===== config.mk =====
export PLATFORM = sky130hd
export DESIGN_NAME = cce_evaluator
export DESIGN_NICKNAME = d
export VERILOG_FILES = /design/src/verilog/cce_pkg.sv /design/src/verilog/cce_evaluator.sv /design/src/verilog/cce_status_mask.sv /design/src/verilog/cce_cond_mux.sv
export SDC_FILE = /design/constraint.sdc
export NUM_CORES = 1
export LEC_CHECK = 0
export BUFFER_PORTS_ARGS = -buffer_cell sky130_fd_sc_hd__buf_2
export CAP_MARGIN = 0
export CORE_ASPECT_RATIO = 0.6
export CORE_UTILIZATION = 43
export CTS_BUF_LIST = sky130_fd_sc_hd__clkbuf_16
export CTS_CLUSTER_SIZE = 25
export DETAILED_ROUTE_END_ITERATION = 6
export PLACE_DENSITY = 0.86
export SLEW_MARGIN = 0
export SYNTH_ARGS = -nofsm -noshare
export SYNTH_HDL_FRONTEND = slang
export SYNTH_SLANG_ARGS = --single-unit
export TNS_END_PERCENT = 20

===== constraint.sdc =====
create_clock -name hclk -period 5.55 [get_ports hclk]
set_clock_uncertainty 0.2 [all_clocks]
set_input_delay 0.2775 -clock hclk [delete_from_list [all_inputs] [get_ports hclk]]
set_output_delay 0.2775 -clock hclk [all_outputs]
set_load 0.02 [all_outputs]

===== src/verilog/cce_pkg.sv =====
`default_nettype none
package cce_pkg;
	// ----------------------------------------
	// register offsets
	// ----------------------------------------
	localparam logic [7:0] ADDR_CTRL = 8'h00;
	localparam logic [7:0] ADDR_FLAGS = 8'h04;
	localparam logic [7:0] ADDR_INT_STAT = 8'h08;
	localparam logic [7:0] ADDR_INT_MASK = 8'h0C;
	localparam logic [7:0] ADDR_LAST_EVAL = 8'h10;
	localparam logic [2:0] HSIZE_WORD = 3'h2;
	// ----------------------------------------
	// field positions and reset values
	// ----------------------------------------
	localparam int CTRL_BCAST_EN_BIT = 0;
	localparam logic CTRL_RST = 1'h0;
	localparam int INT_W = 3;
	localparam int INT_MSG_DONE = 0;
	localparam int INT_FAILED = 1;
	localparam int INT_MASKED = 2;
	localparam logic [2:0] INT_MASK_RST = 3'h0;
	localparam logic [2:0] INT_STAT_RST = 3'h0;
	localparam logic [4:0] LAST_CODE_RST = 5'h0F;
	// ----------------------------------------
	// condition field
	// ----------------------------------------
	localparam int COND_INV_BIT = 4;
	localparam logic [3:0] SEL_REPLY_ABSENT = 4'h8;
	localparam logic [3:0] SEL_MALFORMED = 4'h9;
	localparam logic [3:0] SEL_ERROR_FREE = 4'hA;
	localparam logic [3:0] SEL_MASKED = 4'hB;
	localparam logic [3:0] SEL_FAILED = 4'hC;
	localparam logic [3:0] SEL_RETRY_ANY = 4'hD;
	localparam logic [3:0] SEL_RETRY_TWO = 4'hE;
	localparam logic [3:0] SEL_ALWAYS = 4'hF;
	localparam logic [1:0] RETRY_NONE = 2'h0;
	localparam logic [1:0] RETRY_TWO = 2'h2;
	// ----------------------------------------
	// control word and status word fields
	// ----------------------------------------
	localparam int CW_MASK_BCAST_BIT = 5;
	localparam int CW_RSVD_MASK_BIT = 9;
	localparam int CW_MERR_MASK_BIT = 14;
	localparam int CW_SREQ_MASK_BIT = 13;
	localparam int CW_BUSY_MASK_BIT = 12;
	localparam int CW_SUBS_MASK_BIT = 11;
	localparam int CW_TFLG_MASK_BIT = 10;
	localparam int SW_MERR_BIT = 10;
	localparam int SW_SREQ_BIT = 8;
	localparam int SW_BUSY_BIT = 3;
	localparam int SW_SUBS_BIT = 2;
	localparam int SW_TFLG_BIT = 0;
	localparam int SW_RSVD_LO = 5;
	localparam int SW_RSVD_HI = 7;
	localparam int SW_BCAST_BIT = 4;
	localparam int SW_ADDR_LO = 11;
	localparam int SW_ADDR_HI = 15;
	// ----------------------------------------
	// message kinds reported by the message engine
	// ----------------------------------------
	typedef enum logic [2:0] {
		CCE_RT_TO_BC = 3'h0,
		CCE_RT_TO_RT = 3'h1,
		CCE_TX_MODE_DATA = 3'h2,
		CCE_BC_TO_RT = 3'h3,
		CCE_RX_MODE_DATA = 3'h4,
		CCE_MODE_NO_DATA = 3'h5
	} cce_msg_kind_type;
endpackage
`default_nettype wire


===== src/verilog/cce_evaluator.sv =====
// Implementation choices: the placing of the registers and the AHB-Lite slave port.
`timescale 1ns/1ps
`default_nettype none
module cce_evaluator (
	// clock and reset
	input wire logic hclk,
	input wire logic hresetn,
	// ahb-lite slave
	input wire logic hsel,
	input wire logic [31:0] haddr,
	input wire logic [1:0] htrans,
	input wire logic hwrite,
	input wire logic [2:0] hsize,
	input wire logic [31:0] hwdata,
	input wire logic hready,
	output logic hreadyout,
	output logic hresp,
	output logic [31:0] hrdata,
	// message engine results
	input wire logic msg_done,
	input wire cce_pkg::cce_msg_kind_type msg_kind,
	input wire logic fmt_err,
	input wire logic no_resp,
	input wire logic loopback_err,
	input wire logic status_valid,
	input wire logic [15:0] rx_status_word,
	input wire logic [4:0] expected_rt_addr,
	input wire logic [15:0] msg_ctrl_word,
	input wire logic [1:0] retry_count,
	// instruction sequencer
	input wire logic eval_req,
	input wire logic [4:0] eval_code,
	input wire logic eval_conditional,
	input wire logic [7:0] ext_cond,
	output logic exec_go,
	output logic skip_next,
	output logic eval_true,
	// interrupt
	output logic irq
);
	// ----------------------------------------
	// per-message result flags
	// ----------------------------------------
	logic reply_absent_r, reply_absent_nxt;
	logic malformed_r, malformed_nxt;
	logic error_free_r, error_free_nxt;
	logic masked_r, masked_nxt;
	logic failed_r, failed_nxt;
	logic [1:0] retries_r, retries_nxt;
	logic mask_hit_now;
	logic addr_bad;
	logic msg_invalid;
	logic bcast_en_r, bcast_en_nxt;

	cce_status_mask u_mask (
		.ctrl_word(msg_ctrl_word),
		.status_word(rx_status_word),
		.status_valid(status_valid),
		.bcast_mask_en(bcast_en_r),
		.masked_status_hit(mask_hit_now)
	);

	always_comb begin
		addr_bad = status_valid
			&& (rx_status_word[cce_pkg::SW_ADDR_HI:cce_pkg::SW_ADDR_LO] != expected_rt_addr);
		msg_invalid = fmt_err || no_resp || loopback_err || addr_bad;
		reply_absent_nxt = reply_absent_r;
		malformed_nxt = malformed_r;
		error_free_nxt = error_free_r;
		masked_nxt = masked_r;
		failed_nxt = failed_r;
		retries_nxt = retries_r;
		// all flags move in one edge so tests never see a mix
		if (msg_done) begin
			reply_absent_nxt = no_resp;
			malformed_nxt = fmt_err || addr_bad;
			failed_nxt = fmt_err || no_resp || loopback_err;
			masked_nxt = mask_hit_now;
			retries_nxt = retry_count;
			if (msg_invalid) begin
				error_free_nxt = 1'b0;
			end else begin
				unique case (msg_kind)
					cce_pkg::CCE_RT_TO_BC, cce_pkg::CCE_RT_TO_RT,
					cce_pkg::CCE_TX_MODE_DATA: error_free_nxt = 1'b1;
					default: error_free_nxt = 1'b0;
				endcase
			end
		end
	end

	always_ff @(posedge hclk or negedge hresetn) begin
		if (!hresetn) begin
			reply_absent_r <= 1'b0;
			malformed_r <= 1'b0;
			error_free_r <= 1'b0;
			masked_r <= 1'b0;
			failed_r <= 1'b0;
			retries_r <= cce_pkg::RETRY_NONE;
		end else begin
			reply_absent_r <= reply_absent_nxt;
			malformed_r <= malformed_nxt;
			error_free_r <= error_free_nxt;
			masked_r <= masked_nxt;
			failed_r <= failed_nxt;
			retries_r <= retries_nxt;
		end
	end

	// ----------------------------------------
	// condition evaluation
	// ----------------------------------------
	logic cond_now;
	logic exec_r, exec_nxt;
	logic skip_r, skip_nxt;
	logic true_r, true_nxt;
	logic [4:0] last_code_r, last_code_nxt;

	cce_cond_mux u_cond (
		.code(eval_code),
		.ext_cond(ext_cond),
		.reply_absent_flag(reply_absent_r),
		.malformed_reply_flag(malformed_r),
		.error_free_block_flag(error_free_r),
		.masked_status_hit(masked_r),
		.failed_message_test(failed_r),
		.retries(retries_r),
		.cond_true(cond_now)
	);

	always_comb begin
		exec_nxt = eval_req && (!eval_conditional || cond_now);
		skip_nxt = eval_req && eval_conditional && !cond_now;
		true_nxt = eval_req ? cond_now : true_r;
		last_code_nxt = eval_req ? eval_code : last_code_r;
	end

	always_ff @(posedge hclk or negedge hresetn) begin
		if (!hresetn) begin
			exec_r <= 1'b0;
			skip_r <= 1'b0;
			true_r <= 1'b0;
			last_code_r <= cce_pkg::LAST_CODE_RST;
		end else begin
			exec_r <= exec_nxt;
			skip_r <= skip_nxt;
			true_r <= true_nxt;
			last_code_r <= last_code_nxt;
		end
	end

	assign exec_go = exec_r;
	assign skip_next = skip_r;
	assign eval_true = true_r;

	// ----------------------------------------
	// ahb-lite register file
	// ----------------------------------------
	logic take;
	logic wr_pend_r, wr_pend_nxt;
	logic [7:0] wr_addr_r, wr_addr_nxt;
	logic [31:0] rdata_r, rdata_nxt;
	logic [2:0] int_stat_r, int_stat_nxt;
	logic [2:0] int_mask_r, int_mask_nxt;
	logic [2:0] int_set;
	logic stat_rd_clr;
	logic hit;

	always_comb begin
		// sub-word and out-of-page accesses are ignored, reads give zero
		hit = (haddr[31:8] == 24'h000000) && (hsize == cce_pkg::HSIZE_WORD);
		take = hsel && htrans[1] && hready && hit;
		wr_pend_nxt = take && hwrite;
		wr_addr_nxt = take ? haddr[7:0] : wr_addr_r;
		stat_rd_clr = take && !hwrite && (haddr[7:0] == cce_pkg::ADDR_INT_STAT);
		rdata_nxt = 32'h00000000;
		if (take && !hwrite) begin
			unique case (haddr[7:0])
				cce_pkg::ADDR_CTRL: rdata_nxt[cce_pkg::CTRL_BCAST_EN_BIT] = bcast_en_r;
				cce_pkg::ADDR_FLAGS: rdata_nxt[6:0] = {retries_r, failed_r, masked_r,
					error_free_r, malformed_r, reply_absent_r};
				cce_pkg::ADDR_INT_STAT: rdata_nxt[2:0] = int_stat_r;
				cce_pkg::ADDR_INT_MASK: rdata_nxt[2:0] = int_mask_r;
				cce_pkg::ADDR_LAST_EVAL: rdata_nxt[5:0] = {true_r, last_code_r};
				default: rdata_nxt = 32'h00000000;
			endcase
		end
		bcast_en_nxt = bcast_en_r;
		int_mask_nxt = int_mask_r;
		if (wr_pend_r && wr_addr_r == cce_pkg::ADDR_CTRL) begin
			bcast_en_nxt = hwdata[cce_pkg::CTRL_BCAST_EN_BIT];
		end
		if (wr_pend_r && wr_addr_r == cce_pkg::ADDR_INT_MASK) begin
			int_mask_nxt = hwdata[2:0];
		end
		int_set = 3'h0;
		int_set[cce_pkg::INT_MSG_DONE] = msg_done;
		int_set[cce_pkg::INT_FAILED] = msg_done && failed_nxt;
		int_set[cce_pkg::INT_MASKED] = msg_done && masked_nxt;
		// a new event in the clearing read survives
		int_stat_nxt = (stat_rd_clr ? 3'h0 : int_stat_r) | int_set;
	end

	always_ff @(posedge hclk or negedge hresetn) begin
		if (!hresetn) begin
			wr_pend_r <= 1'b0;
			wr_addr_r <= 8'h00;
			rdata_r <= 32'h00000000;
			bcast_en_r <= cce_pkg::CTRL_RST;
			int_mask_r <= cce_pkg::INT_MASK_RST;
			int_stat_r <= cce_pkg::INT_STAT_RST;
		end else begin
			wr_pend_r <= wr_pend_nxt;
			wr_addr_r <= wr_addr_nxt;
			rdata_r <= rdata_nxt;
			bcast_en_r <= bcast_en_nxt;
			int_mask_r <= int_mask_nxt;
			int_stat_r <= int_stat_nxt;
		end
	end

	// zero wait state, always okay
	assign hreadyout = 1'b1;
	assign hresp = 1'b0;
	assign hrdata = rdata_r;
	assign irq = |(int_stat_r & int_mask_r);
endmodule
`default_nettype wire


===== src/verilog/cce_status_mask.sv =====
`timescale 1ns/1ps
`default_nettype none
module cce_status_mask (
	// message words
	input wire logic [15:0] ctrl_word,
	input wire logic [15:0] status_word,
	input wire logic status_valid,
	// configuration
	input wire logic bcast_mask_en,
	// result
	output logic masked_status_hit
);
	logic bit_hit;
	logic rsvd_hit;
	logic bcast_hit;

	always_comb begin
		// mask bit low means the status bit is watched
		bit_hit = (!ctrl_word[cce_pkg::CW_MERR_MASK_BIT] && status_word[cce_pkg::SW_MERR_BIT])
			|| (!ctrl_word[cce_pkg::CW_SREQ_MASK_BIT] && status_word[cce_pkg::SW_SREQ_BIT])
			|| (!ctrl_word[cce_pkg::CW_BUSY_MASK_BIT] && status_word[cce_pkg::SW_BUSY_BIT])
			|| (!ctrl_word[cce_pkg::CW_SUBS_MASK_BIT] && status_word[cce_pkg::SW_SUBS_BIT])
			|| (!ctrl_word[cce_pkg::CW_TFLG_MASK_BIT] && status_word[cce_pkg::SW_TFLG_BIT]);
		rsvd_hit = !ctrl_word[cce_pkg::CW_RSVD_MASK_BIT]
			&& (|status_word[cce_pkg::SW_RSVD_HI:cce_pkg::SW_RSVD_LO]);
		bcast_hit = bcast_mask_en && !ctrl_word[cce_pkg::CW_MASK_BCAST_BIT]
			&& status_word[cce_pkg::SW_BCAST_BIT];
		// no status word received: nothing to compare
		masked_status_hit = status_valid && (bit_hit || rsvd_hit || bcast_hit);
	end
endmodule
`default_nettype wire


===== src/verilog/cce_cond_mux.sv =====
`timescale 1ns/1ps
`default_nettype none
module cce_cond_mux (
	// condition field
	input wire logic [4:0] code,
	// tests kept outside this block
	input wire logic [7:0] ext_cond,
	// per-message flags
	input wire logic reply_absent_flag,
	input wire logic malformed_reply_flag,
	input wire logic error_free_block_flag,
	input wire logic masked_status_hit,
	input wire logic failed_message_test,
	input wire logic [1:0] retries,
	// result
	output logic cond_true
);
	logic plain;
	logic inv;
	logic single_retry_test;
	logic double_retry_test;

	always_comb begin
		inv = code[cce_pkg::COND_INV_BIT];
		single_retry_test = (retries != cce_pkg::RETRY_NONE);
		double_retry_test = (retries == cce_pkg::RETRY_TWO);
		plain = 1'b0;
		if (!code[3]) begin
			plain = ext_cond[code[2:0]];
		end else begin
			unique case (code[3:0])
				cce_pkg::SEL_REPLY_ABSENT: plain = reply_absent_flag;
				cce_pkg::SEL_MALFORMED: plain = malformed_reply_flag;
				cce_pkg::SEL_ERROR_FREE: plain = error_free_block_flag;
				cce_pkg::SEL_MASKED: plain = masked_status_hit;
				cce_pkg::SEL_FAILED: plain = failed_message_test;
				cce_pkg::SEL_RETRY_ANY: plain = single_retry_test;
				cce_pkg::SEL_RETRY_TWO: plain = double_retry_test;
				cce_pkg::SEL_ALWAYS: plain = 1'b1;
				default: plain = 1'b0;
			endcase
		end
		// undefined inverse of two-retry test reads false
		if (inv && code[3:0] == cce_pkg::SEL_RETRY_TWO) begin
			cond_true = 1'b0;
		end else begin
			cond_true = plain ^ inv;
		end
	end
endmodule
`default_nettype wire


==> out/results.txt <==
Buffers inserted during clock tree synthesis total 5. Total power after layout: 0.000674 W. The tools report the remaining max-slew budget at the tightest pin as 45.9%. The tree built by TritonCTS fans out to 38 sinks.

For the final number of hold-violating endpoints, the log shows 0. Setup repair after global routing left no endpoint under its margin. The type of the worst setup path is reg2reg. The mean routed wirelength per cell is 13.4 um. Clock-pin slew was measured on the worst setup and hold paths at 0.05 ns. The logs give 377 for the number of placed instances with taps included and 5.51 ns for the data required time at the worst endpoint. For the total of warnings raised by yosys, the log shows 0. In the layout the commonest cells are sky130_fd_sc_hd__buf_2, sky130_fd_sc_hd__dfrtp_1, sky130_fd_sc_hd__conb_1. For this run, design rule violations remaining after detail routing come to 0.

For the setup violation total in the final timing report, the log shows 0. The longest clock path from root to sink contains 2 buffers. For the static leakage power, the log shows 1.48 nW. The synthesized design contains 38 register bits.

The max-cap check violation count was 0. Largest fanout on the critical path: 3. The count of nets left with antenna violations once routing finished came out at 0.

Startpoint class of the critical path: a flop. For this block, the initial DRC count from the detailed router was 67. Pin placement for this block handled 174 I/O pins. TritonCTS built the clock tree. The first global-routing pass estimated 8240 um of wire.

Of the cells placed in the final design, the portion with a size suffix greater than 1 is 42.6%. The region available for standard cell placement spans 5080 um^2. For this block, the via count after detailed routing is 1916. The total number of nets in the final design was 455.

The sequential-to-total area share from yosys stat was 41.9%. The maximum resistive drop on vdd came out at 0.000118 V. The number of input and output port buffers inserted was 105. The worst setup path is captured at a flop.

Achievable frequency: 0.507 GHz. The tools report the cell area after placement as 2740 um^2. Clock latency on the worst-skew pair, taken at its later pin, is 0.28 ns. The tools report the number of standard-cell rows in the floorplan as 20.

The non-filler instance count after layout is 385. The floorplan step set the die height to 58.4 um. Data arrives at the worst endpoint at 1.93 ns.

In this run the post-CTS setup repair buffer count came out at 0. Portion of the clock cycle consumed by the worst path in the final layout: 35.5%. After legalization and detailed placement, the total HPWL measured 4150 um. Path category of the worst min-delay check: in2reg. The worst path in the final design needs a cycle of 1.97 ns, including I/O delays and setup. Setup total negative slack on the finished layout was measured at 0 ns. Clock tree synthesis selected as its root buffer the cell sky130_fd_sc_hd__clkbuf_16.

The via count of the first global-routing pass was 1736. Leaving out fill and tap cells, the most frequent cell in the layout is sky130_fd_sc_hd__buf_2. The logs give 39 for the pin count of the biggest net entering global routing and 2 for the H-tree depth reported by CTS. The area growth from synthesis to layout is 26.3%. Gates resized during post-CTS repair numbered 0. For the total wire length after detailed routing, the log shows 5160 um.

Worst-margin pin slew: 0.812 ns. The finished cells cover 2880 um^2. The weighted congestion reported at the end of routability-driven placement is 0.767, and the number of antenna violations at the first check in global routing is 0. Cell area after synthesis: 2280 um^2. The flow ran to the end, and the final reports show no timing, DRC or antenna violations.

Count of final max-slew check failures: 0. In the global route stage, overall resource usage came out at 19.7%. The floorplan step defined a die boundary enclosing 5610 um^2. In this run the mean area of a mapped cell was 10.6 um^2.

Number of distinct library cell variants in the gate-level netlist after synthesis: 48. The run gives 0 as the remaining global-route overflow. In the synthesized netlist, the number of instances is 215. Dividing total power by cell area gives a power density of 234 nW/um^2. The x dimension of the die was 96 um.

The number of antenna diodes in the final layout is 0. The routed via count divided by cell count works out to 4.98. Once the floorplan was initialized, standard cells occupied 44.9% of the core. First-pass iteration count of the detailed router: 4.
## cell families (layout without fill, tap and decap cells)
logic type	after synthesis	after routing	share of synthesized area, %
simple gates	65	65	18.0
xor+xnor	5	5	1.92
mux	29	29	15.6
flops	38	38	41.9
buf+inv	46	125	12.7
other cells	2	27	0.329
compound gates	30	30	9.44
## registers in the layout, indices dropped and copies added (netlist names), 2 cells and up
register	flops
retries_r	2
int_mask_r	3
int_stat_r	3
wr_addr_r	8
last_code_r	5
hrdata	7
## timing repair
action	CTS	global route
hold endpoints to repair	34	0
hold buffers	1	0
setup endpoints to repair	0	0
## stage by stage
step	hold WS [ns]	utilization, %	setup WS, ns
2_1_floorplan	-0.218	-	3.66
6_report	0.0316	56.7	3.58
4_1_cts	0.0280	56.7	3.57
5_1_grt	0.0366	56.7	3.51
3_3_place_gp	0.205	53.9	3.45
3_5_place_dp	0.217	53.9	3.43
## final timing paths
kind | startpoint | endpoint | slack, ns | cells after the start
max in group asynchronous | hresetn | malformed_r$_DFFE_PN0P_ | 4.20 | 2
setup / recovery | masked_r$_DFF_PN0_ | exec_go$_DFF_PN0_ | 3.58 | 4
hold / removal | hwdata[1] | int_mask_r[1]$_DFFE_PN0P_ | 0.03 | 2
setup reg to reg | masked_r$_DFF_PN0_ | exec_go$_DFF_PN0_ | 3.58 | 4
hold reg to reg | last_code_r[2]$_DFFE_PN1P_ | last_code_r[2]$_DFFE_PN1P_ | 0.29 | 2
min in group asynchronous | hresetn | hrdata[4]$_DFF_PN0_ | 0.44 | 2
## cell type report
class	count	area, um^2
clock buffer	5	125
clock inverter	2	7.51
fill	472	2200
inverter	12	45.0
multi-input combinational	156	1130
sequential	38	956
tap	66	82.6
timing repair buffer	106	536
## critical path, stage by stage, from the launching register on
cell                      delay, ns
sky130_fd_sc_hd__dfrtp_1       0.43
sky130_fd_sc_hd__mux4_2        0.48
sky130_fd_sc_hd__mux2_4        0.29
sky130_fd_sc_hd__mux2i_1       0.14
sky130_fd_sc_hd__nor4b_1       0.32
## cells in the mapped netlist (all sizes together)
cell    number  share of area [%]
dfstp        4                4.6
mux2i        6                2.6
nand3b       3               0.99
o31a         1               0.38
inv         12                2.0
or2          2               0.55
mux4         3                3.0
nand4        1               0.27
xnor2        3                1.2
a31oi        2               0.55
dfrtp       34                 37
xor2         2               0.77
or4b         1               0.44
nor3         6                1.3
nor4        12                3.6
o221ai       2               0.77
o311a        1               0.44
conb         2               0.33
nand3        4               0.88
nor4b        6                3.1
o22a         3                1.2
buf         30                 10
o311ai       2               0.77
clkbuf       4               0.66
a222oi       1               0.44
a41o         1               0.44
nand2b       3               0.82
o31ai        1               0.33
mux2        20                 10
nor2b        4                1.1
nand2        7                1.2
or3b         2               0.77
nor2        10                1.6
o22ai        2               0.55
o21ai        5                1.1
a22oi        5                1.6
nand4b       1               0.38
a21oi        4               0.88
and2         1               0.27
and2b        1               0.33
and3b        1               0.38
## where the power goes
| part | leakage (nW) | internal (W) | switching, W |
|---|---|---|---|
| registers | 0.477 | 0.000290 | 0.00000897 |
| clock network | 0.0723 | 0.000160 | 0.0000980 |
| logic | 0.930 | 0.0000541 | 0.0000633 |
## routing by layer
metal  wire length, um  vias to the layer above  track usage, %
met3               332                        5            4.01
met5                 0                        -               0
met1              2430                      893            28.1
li1                  -                      940               -
met4                48                        0            5.76
met2              2340                       78            30.6
Note: power is estimated with default switching activity, not from simulation.
